$ cat src/hw/lcp_pkg.sv
// constants, types and helpers shared by the led channel pwm block
// assumes a 50 MHz clock and an apb register port with 32-bit data
//
// Summary of operation
// - eight independent channels, each with own settings
// - five-bit current level code per channel
// - host writes level codes into channel registers
// - level code maps logarithmically onto sink current
// - code 31 full scale, code 0 small non-zero
// - six-bit pwm duty code per channel
// - pwm period about 575 us, on time duty-scaled
// - pump mode chosen automatically from sensed headroom
// - pump starts in 1x, stays while regulating
// - 1x dropout on active channel goes 1.33x
// - 1.33x dropout goes 1.5x
// - 1.5x dropout goes 2x, the top step
// - 1x sufficient returns directly to 1x
// - low power 5 ms after outputs off, bus idle
// - bus traffic leaves low power within 1 ms
// - channel writes staged until apply command
package lcp_pkg;
	localparam int CHANNELS = 8;          // channel count
	localparam int LEVEL_W  = 5;          // current level code width
	localparam int DUTY_W   = 6;          // pwm duty code width
	localparam int CUR_W    = 16;         // converter drive word width
	localparam int CLK_NS   = 20;         // clock period in ns
	// pwm period and the length of one of its 64 steps
	localparam int PWM_PERIOD_NS = 575000;
	localparam int PWM_STEPS     = 64;
	localparam int STEP_CYCLES   = PWM_PERIOD_NS / (PWM_STEPS * CLK_NS);
	// low power entry and wake times
	localparam int IDLE_NS      = 5000000;
	localparam int IDLE_CYCLES  = IDLE_NS / CLK_NS;
	localparam int WAKE_NS      = 1000000;
	localparam int WAKE_CYCLES  = WAKE_NS / CLK_NS;
	// headroom filter interval
	localparam int FILTER_NS     = 50000;
	localparam int FILTER_CYCLES = (FILTER_NS + CLK_NS - 1) / CLK_NS;
	// register byte offsets
	localparam logic [7:0] OFS_OUT_CTRL = 8'h00;
	localparam logic [7:0] OFS_APPLY    = 8'h04;
	localparam logic [7:0] OFS_STATUS   = 8'h08;
	localparam logic [7:0] OFS_LEVEL0   = 8'h20;
	localparam logic [7:0] OFS_DUTY0    = 8'h40;
	// status field positions
	localparam int ST_MODE_LSB = 0;
	localparam int ST_LOWPWR   = 2;
	// reset values
	localparam logic [7:0]         OUT_CTRL_RST = 8'h00;
	localparam logic [LEVEL_W-1:0] LEVEL_RST    = 5'h00;
	localparam logic [DUTY_W-1:0]  DUTY_RST     = 6'h00;
	// log map: log2 slope per code step, ten fraction bits
	localparam logic [7:0] LOG_SLOPE = 8'hAA;

	// charge pump multiplier steps
	typedef enum logic [1:0] {
		PUMP_1X,
		PUMP_133,
		PUMP_15,
		PUMP_2X
	} lcp_mode_type;

	// exponential map of a level code onto the converter word
	function automatic logic [CUR_W-1:0] lcp_log_map(
		input logic [LEVEL_W-1:0] code);
		logic [12:0] x;
		logic [16:0] m;
		x = 13'(code * LOG_SLOPE);
		m = {7'h01, x[9:0]};
		return CUR_W'(m << x[12:10]);
	endfunction
endpackage

$ cat src/hw/lcp_chan.sv
// one led channel: active settings, pwm compare, level converter word
// assumes apply is a one-cycle pulse and step is the shared counter
`timescale 1ns/1ps
module lcp_chan
	import lcp_pkg::*;
(
	input  wire logic               clock,
	input  wire logic               rst_n,
	input  wire logic               apply,
	input  wire logic               staged_on,
	input  wire logic [LEVEL_W-1:0] staged_level,
	input  wire logic [DUTY_W-1:0]  staged_duty,
	input  wire logic [DUTY_W-1:0]  step,
	output logic                    active,
	output logic                    sink_en,
	output logic [CUR_W-1:0]        sink_current
);
	logic [DUTY_W-1:0] duty_act;  // duty in force

	// take staged settings only on apply
	always_ff @(posedge clock) begin
		if (!rst_n) begin
			active       <= 1'b0;
			duty_act     <= DUTY_RST;
			sink_current <= lcp_log_map(LEVEL_RST);
		end else if (apply) begin
			active       <= staged_on;
			duty_act     <= staged_duty;
			sink_current <= lcp_log_map(staged_level);
		end
	end

	// sink on while active and the counter sits below the duty code
	always_ff @(posedge clock) begin
		if (!rst_n)
			sink_en <= 1'b0;
		else
			sink_en <= active && (step < duty_act);
	end
endmodule

$ cat src/hw/lcp_top.sv
// led channel controller: apb registers, pwm, pump sequencer, low power
// assumes an apb master on the same clock and analog sense inputs
// that are already synchronous to it
`timescale 1ns/1ps
module lcp_top
	import lcp_pkg::*;
#(
	parameter int IDLE_LIMIT = IDLE_CYCLES  // low power entry delay
)
(
	input  wire logic                         clock,
	input  wire logic                         rst_n,
	input  wire logic                         psel,
	input  wire logic                         penable,
	input  wire logic                         pwrite,
	input  wire logic [7:0]                   paddr,
	input  wire logic [31:0]                  pwdata,
	output logic [31:0]                       prdata,
	output logic                              pready,
	output logic                              pslverr,
	input  wire logic [lcp_pkg::CHANNELS-1:0] sink_dropout,
	input  wire logic                         onex_ok,
	output logic [lcp_pkg::CHANNELS-1:0]      sink_en,
	output logic [lcp_pkg::CHANNELS-1:0][lcp_pkg::CUR_W-1:0] sink_current,
	output logic [1:0]                        pump_mode,
	output logic                              low_power
);
	import lcp_pkg::*;

	logic [CHANNELS-1:0]              out_ctrl;    // staged on/off mask
	logic [CHANNELS-1:0][LEVEL_W-1:0] level_stg;   // staged level codes
	logic [CHANNELS-1:0][DUTY_W-1:0]  duty_stg;    // staged duty codes
	logic [CHANNELS-1:0]              active;      // channels in force
	logic                             apply;       // apply pulse
	logic                             access;      // apb access phase
	logic                             wr;          // write access
	logic                             is_level;    // address in level bank
	logic                             is_duty;     // address in duty bank
	logic [2:0]                       chan_idx;    // bank index
	logic                             mapped;      // address decodes
	logic [8:0]                       step_div;    // pwm step divider
	logic                             step_en;     // one pulse per step
	logic [DUTY_W-1:0]                pwm_step;    // free pwm counter
	lcp_mode_type                     mode;        // pump step
	lcp_mode_type                     next_mode;   // pump step wanted
	logic                             want_up;     // dropout seen
	logic                             want_down;   // 1x would suffice
	logic [11:0]                      filt_cnt;    // headroom filter
	logic [17:0]                      idle_cnt;    // low power timer
	logic [31:0]                      next_prdata; // read data to capture

	// apb decode; slave never stalls
	assign pready   = 1'b1;
	assign access   = psel && penable;
	assign wr       = access && pwrite;
	assign chan_idx = paddr[4:2];
	assign is_level = (paddr[7:5] == OFS_LEVEL0[7:5]) && (paddr[1:0] == 2'b00);
	assign is_duty  = (paddr[7:5] == OFS_DUTY0[7:5]) && (paddr[1:0] == 2'b00);
	assign mapped   = (paddr == OFS_OUT_CTRL) || (paddr == OFS_APPLY)
		|| (paddr == OFS_STATUS) || is_level || is_duty;
	assign pslverr  = access && !mapped;
	// a write to the apply register hands staged settings over
	assign apply    = wr && (paddr == OFS_APPLY);

	// staged output control mask
	always_ff @(posedge clock) begin
		if (!rst_n)
			out_ctrl <= OUT_CTRL_RST;
		else if (wr && paddr == OFS_OUT_CTRL)
			out_ctrl <= pwdata[CHANNELS-1:0];
	end

	// staged level codes, one register per channel
	always_ff @(posedge clock) begin
		if (!rst_n)
			level_stg <= {CHANNELS{LEVEL_RST}};
		else if (wr && is_level)
			level_stg[chan_idx] <= pwdata[LEVEL_W-1:0];
	end

	// staged duty codes, one register per channel
	always_ff @(posedge clock) begin
		if (!rst_n)
			duty_stg <= {CHANNELS{DUTY_RST}};
		else if (wr && is_duty)
			duty_stg[chan_idx] <= pwdata[DUTY_W-1:0];
	end

	// read data mux; unmapped reads return zero
	always_comb begin
		next_prdata = 32'h0000_0000;
		if (paddr == OFS_OUT_CTRL)
			next_prdata[CHANNELS-1:0] = out_ctrl;
		else if (paddr == OFS_STATUS) begin
			next_prdata[ST_MODE_LSB +: 2] = mode;
			next_prdata[ST_LOWPWR]        = low_power;
		end else if (is_level)
			next_prdata[LEVEL_W-1:0] = level_stg[chan_idx];
		else if (is_duty)
			next_prdata[DUTY_W-1:0] = duty_stg[chan_idx];
	end

	// read data captured in the setup cycle, steady through the access
	// cycle; status bits show the state at the setup edge
	always_ff @(posedge clock) begin
		if (!rst_n)
			prdata <= 32'h0000_0000;
		else if (psel && !penable)
			prdata <= next_prdata;
	end

	// step divider: one enable pulse per pwm step
	always_ff @(posedge clock) begin
		if (!rst_n)
			step_div <= 9'h000;
		else if (step_en)
			step_div <= 9'h000;
		else
			step_div <= step_div + 9'h001;
	end
	assign step_en = (step_div == 9'(STEP_CYCLES - 1));

	// free running 64-step pwm counter
	always_ff @(posedge clock) begin
		if (!rst_n)
			pwm_step <= 6'h00;
		else if (step_en)
			pwm_step <= pwm_step + 6'h01;
	end

	// eight identical channels
	genvar g;
	generate
		for (g = 0; g < CHANNELS; g++) begin : g_chan
			lcp_chan u_chan (
				.clock        (clock),
				.rst_n        (rst_n),
				.apply        (apply),
				.staged_on    (out_ctrl[g]),
				.staged_level (level_stg[g]),
				.staged_duty  (duty_stg[g]),
				.step         (pwm_step),
				.active       (active[g]),
				.sink_en      (sink_en[g]),
				.sink_current (sink_current[g])
			);
		end
	endgenerate

	// pump raise request from dropout on active channels only; lower request from onex_ok
	assign want_up   = |(sink_dropout & active) && (mode != PUMP_2X);
	assign want_down = onex_ok && (mode != PUMP_1X) && !want_up;

	// next pump step when the filter expires
	always_comb begin
		next_mode = mode;
		if (want_up) begin
			unique case (mode)
				PUMP_1X:  next_mode = PUMP_133;
				PUMP_133: next_mode = PUMP_15;
				PUMP_15:  next_mode = PUMP_2X;
				PUMP_2X:  next_mode = PUMP_2X;
			endcase
		end else if (want_down)
			next_mode = PUMP_1X;
	end

	// headroom filter: condition must hold for the whole interval
	always_ff @(posedge clock) begin
		if (!rst_n || low_power)
			filt_cnt <= 12'h000;
		else if ((want_up || want_down)
			&& filt_cnt != 12'(FILTER_CYCLES - 1))
			filt_cnt <= filt_cnt + 12'h001;
		else
			filt_cnt <= 12'h000;
	end

	// pump step register; starts and sleeps in 1x
	always_ff @(posedge clock) begin
		if (!rst_n || low_power)
			mode <= PUMP_1X;
		else if (filt_cnt == 12'(FILTER_CYCLES - 1))
			mode <= next_mode;
	end
	assign pump_mode = mode;

	// idle timer: counts while all outputs off and bus quiet
	always_ff @(posedge clock) begin
		if (!rst_n || psel || (|active))
			idle_cnt <= 18'h00000;
		else if (!low_power)
			idle_cnt <= idle_cnt + 18'h00001;
	end

	// low power flag; traffic wakes at once, well within the bound
	always_ff @(posedge clock) begin
		if (!rst_n)
			low_power <= 1'b0;
		else if (psel)
			low_power <= 1'b0;
		else if (idle_cnt == 18'(IDLE_LIMIT - 1) && !(|active))
			low_power <= 1'b1;
	end
endmodule

$ cat config.mk
export PLATFORM = sky130hd
export DESIGN_NAME = lcp_top
export DESIGN_NICKNAME = d
export VERILOG_FILES = /design/src/hw/lcp_pkg.sv /design/src/hw/lcp_chan.sv /design/src/hw/lcp_top.sv
export SDC_FILE = /design/constraint.sdc
export NUM_CORES = 1
export LEC_CHECK = 0
export BUFFER_PORTS_ARGS = -buffer_cell sky130_fd_sc_hd__buf_2
export CAP_MARGIN = 15
export CELL_PAD_IN_SITES_DETAIL_PLACEMENT = 0
export CELL_PAD_IN_SITES_GLOBAL_PLACEMENT = 2
export CORE_MARGIN = 3
export CORE_UTILIZATION = 32
export DETAILED_ROUTE_END_ITERATION = 7
export PLACE_DENSITY = 0.85
export SETUP_SLACK_MARGIN = 0.2
export SLEW_MARGIN = 20
export SYNTH_ARGS = -nofsm -noshare
export SYNTH_HDL_FRONTEND = slang
export SYNTH_SLANG_ARGS = --single-unit
export TNS_END_PERCENT = 1
$ cat constraint.sdc
create_clock -name clock -period 3.46 [get_ports clock]
set_clock_uncertainty 0.15 [all_clocks]
set_input_delay 0.519 -clock clock [delete_from_list [all_inputs] [get_ports clock]]
set_output_delay 0.519 -clock clock [all_outputs]
set_load 0.01 [all_outputs]
==> impl_metrics.yaml <==
pwr:
  powerDensity_mw_per_mm2: 330
  irDropWorstVdd_v: 0.000289
  power.leakage_nw: 11.1
logic_synthesis:
  yosysSeqAreaShare: 0.313
  synth_area_leader_cell: "dfxtp_1"
  synthArstFlopShare: 0
  synth_warnings: 0
  syn-instance-count: 2634
  syn_avg_cell_area_um2: 8.17
  synth_top_area_frac: 0.313
  ys_types: 102
  synth_area_mm2: 0.0215
  synthFlopType: "dfxtp_1"
  synth_edf_count: 0
  yosys-top-cells-area: "dfxtp_1 31%, ha_1 7.7%, mux2i_1 6.7%"
  synth-seq-cells: 336
min_path:
  hp-start: "pwdata[7]"
  worstHoldPathCells: 3
  min_to: "out_ctrl[7]"
  hold_class: "in -> reg"
floorplan:
  dieArea_mm2: 0.0704
  start_util: 0.325
  die_w_um: 265
  core_region_area_mm2: 0.0662
  rows: 94
  ioPinCount: 227
  fp.dieH_um: 265
detailed_routing:
  vias_per_cell: 5.22
  drc: 0
  vias: 19900
  ant_nets: 0
  routedWlPerCell_um: 17.4
  drtPass1Iterations: 5
  drt-initial-drc-count: 1247
  wirelength_um: 66600
sta:
  fmax_mhz: 295
  finalSetupTns_ns: 0
  slew_headroom: 0.411
  rsz0062_at_grt: "true"
  worst_pin_slew_ns: 0.870
  slew_viol_final: 0
  timing.hold.ws_ns: 0.0746
  finalCritPeriodShare: 0.981
  final_hold_viol_count: 0
  period_needed_ns: 3.39
  setup_viol: 0
layout:
  final_cell_mix: "349 x nand2_1, 323 x dfxtp_1, 239 x a21oi_1, 231 x buf_4, 180 x nor2_1"
  areaGrowthSynthToFinish_pct: 25.9
  drive_gt1_frac: 0.241
  fin_area_mm2: 0.0271
  fin_cells: 3822
  nNetsFinal: 3139
  final_common_cell: "nand2_1"
  utilization: 0.409
global_route:
  first_global_vias: 19600
  grt_usage: 0.183
  grt_max_degree: 79
  antenna_found_initial: 3
  globalRouteOverflowTotal: 0
  grt_pass1_wl_um: 106000
clock_network:
  root_buffer: "clkbuf_16"
  cts.path.max_buffers: 3
  cts_tree: "done"
  htreeDepth: 2
  cts_buffers: 42
  path_clk_slew_ns: 0.06
  clk_latency_ns: 0.60
  cts_hold_buf: 0
  numClockSinks: 336
setup_path:
  crit_path_max_fanout: 6
  rr_endpoint: "g_chan[0].u_chan.sink_current[5]"
  path_delay_family: "simple AND/OR/NAND/NOR gates"
  cp-start-kind: "flop"
  crit_required_ns: 3.80
  r2r_setup_slack_ns: 0.07
  critPathKind: "reg -> reg"
  crit_slowest_cell: "or4_1"
  cp_cell_sequence: "ha_2 > inv_1 > fa_1 > inv_2 > ha_4 > and3b_4 > or4_4 > a21oi_4 > nor2_4 > buf_4 > or4_1 > a31oi_1"
  worstRegToRegCells: 12
  worstReg2RegStart: "level_stg[4]"
  critPathMaxStageDelay_ns: 0.48
  cp-end-kind: "flop"
  critPathArrivalTime_ns: 3.74
  cp_num_buf_inv: 3
placement:
  dp.cells: 3725
  gp_congestion: 0.860
  portBuffers: 169
  placed_cell_area_mm2: 0.0245
  dp_hpwl_um: 48600
flow_run:
  cap_violations: 0
status:
  status: "complete, no violations"
registers in the layout, indices dropped and copies added (netlist names):
register,cells
g_chan.u_chan.sink_en,8
level_stg,40
step_div,9
filt_cnt,12
idle_cnt,18
out_ctrl,8
g_chan.u_chan.sink_current,120
prdata,8
g_chan.u_chan.active,8
low_power,1
duty_stg,48
pwm_step,6
g_chan.u_chan.duty_act,48
pump_mode,2
power breakdown:
part / total [mW] / internal, mW / switching, mW / leakage [nW]
clock network: 4.80 / 2.98 / 1.82 / 0.735
logic: 0.249 / 0.0585 / 0.191 / 7.60
registers: 3.88 / 3.88 / 0.00600 / 2.71
metrics by stage:
stage                     power (mW)  worst slack, ns
final                           8.94           0.0672
after global routing            9.23          -0.0541
after CTS                       9.07            0.101
after detailed placement        4.21           -0.372
after global placement          4.21           -0.311
after floorplan                 4.15            0.191
how the worst max path moves through the flow:
stage | from | to | slack [ns] | cells past startpoint
after detailed placement | level_stg[22] | g_chan[4].u_chan.sink_current[9] | -0.37 | 12
after global placement | level_stg[22] | g_chan[4].u_chan.sink_current[9] | -0.31 | 11
after CTS | level_stg[4] | g_chan[0].u_chan.sink_current[5] | 0.10 | 12
after floorplan | level_stg[32] | g_chan[6].u_chan.sink_current[4] | 0.19 | 12
final | level_stg[4] | g_chan[0].u_chan.sink_current[5] | 0.07 | 12
after global routing | level_stg[12] | g_chan[2].u_chan.sink_current[9] | -0.05 | 13
worst reg2reg max path: stages, from the launching register on:
cell	delay, ns
dfxtp_2	0.32
ha_2	0.32
inv_1	0.06
fa_1	0.40
inv_2	0.07
ha_4	0.20
and3b_4	0.18
or4_4	0.46
a21oi_4	0.23
nor2_4	0.08
buf_4	0.15
or4_1	0.48
a31oi_1	0.19
logic make-up (layout without fill, tap and decap cells):
family / count (synthesis) / in the layout / synth area share
multiplexers: 184 / 184 / 0.101
other: 2 / 34 / 0.000349
XOR/XNOR: 81 / 81 / 0.0344
AND/OR/NAND/NOR: 923 / 923 / 0.204
flip-flops: 336 / 336 / 0.313
adder cells (fa/ha/maj): 157 / 157 / 0.0997
buffers and inverters: 354 / 646 / 0.0725
AO/OA/AOI/OAI: 597 / 597 / 0.176
metal layers:
| metal | part of all wire | global-route usage | vias to the layer above | routed length [µm] |
|---|---|---|---|---|
| met2 | 0.48 | 0.312 | 454 | 31700 |
| met4 | 0.030 | 0.0623 | 2 | 1990 |
| li1 | - | - | 9828 | - |
| met1 | 0.44 | 0.237 | 9564 | 29500 |
| met3 | 0.051 | 0.0269 | 101 | 3380 |
| met5 | 0.00020 | 0 | - | 13 |
synthesized netlist by cell type, drive strengths merged (19+ instances only):
cell type	count
a211oi	21
a21o	27
a21oi	249
a31oi	25
buf	96
clkbuf	108
dfxtp	336
fa	24
ha	133
inv	149
mux2i	145
mux4	24
nand2	354
nand2b	26
nand3	142
nand4	19
nor2	184
nor2b	37
nor3	45
nor4	19
o211ai	26
o21ai	107
xnor2	38
xor2	43
timing repair:
item	CTS	global route
gates cloned	1	2
pin swaps	23	29
buffers inserted	17	3
gates resized for setup	93	91
endpoints found under the setup margin	110	119
cell type report:
class | count | area (µm²)
Tap cell | 864 | 1080
Multi-Input combinational cell | 1975 | 14200
Clock inverter | 18 | 364
Sequential cell | 336 | 6750
Antenna cell | 1 | 2.50
Clock buffer | 55 | 1160
Fill cell | 6688 | 39100
Timing Repair Buffer | 423 | 2910
Inverter | 150 | 568
Power figures use the tool's default switching activity.
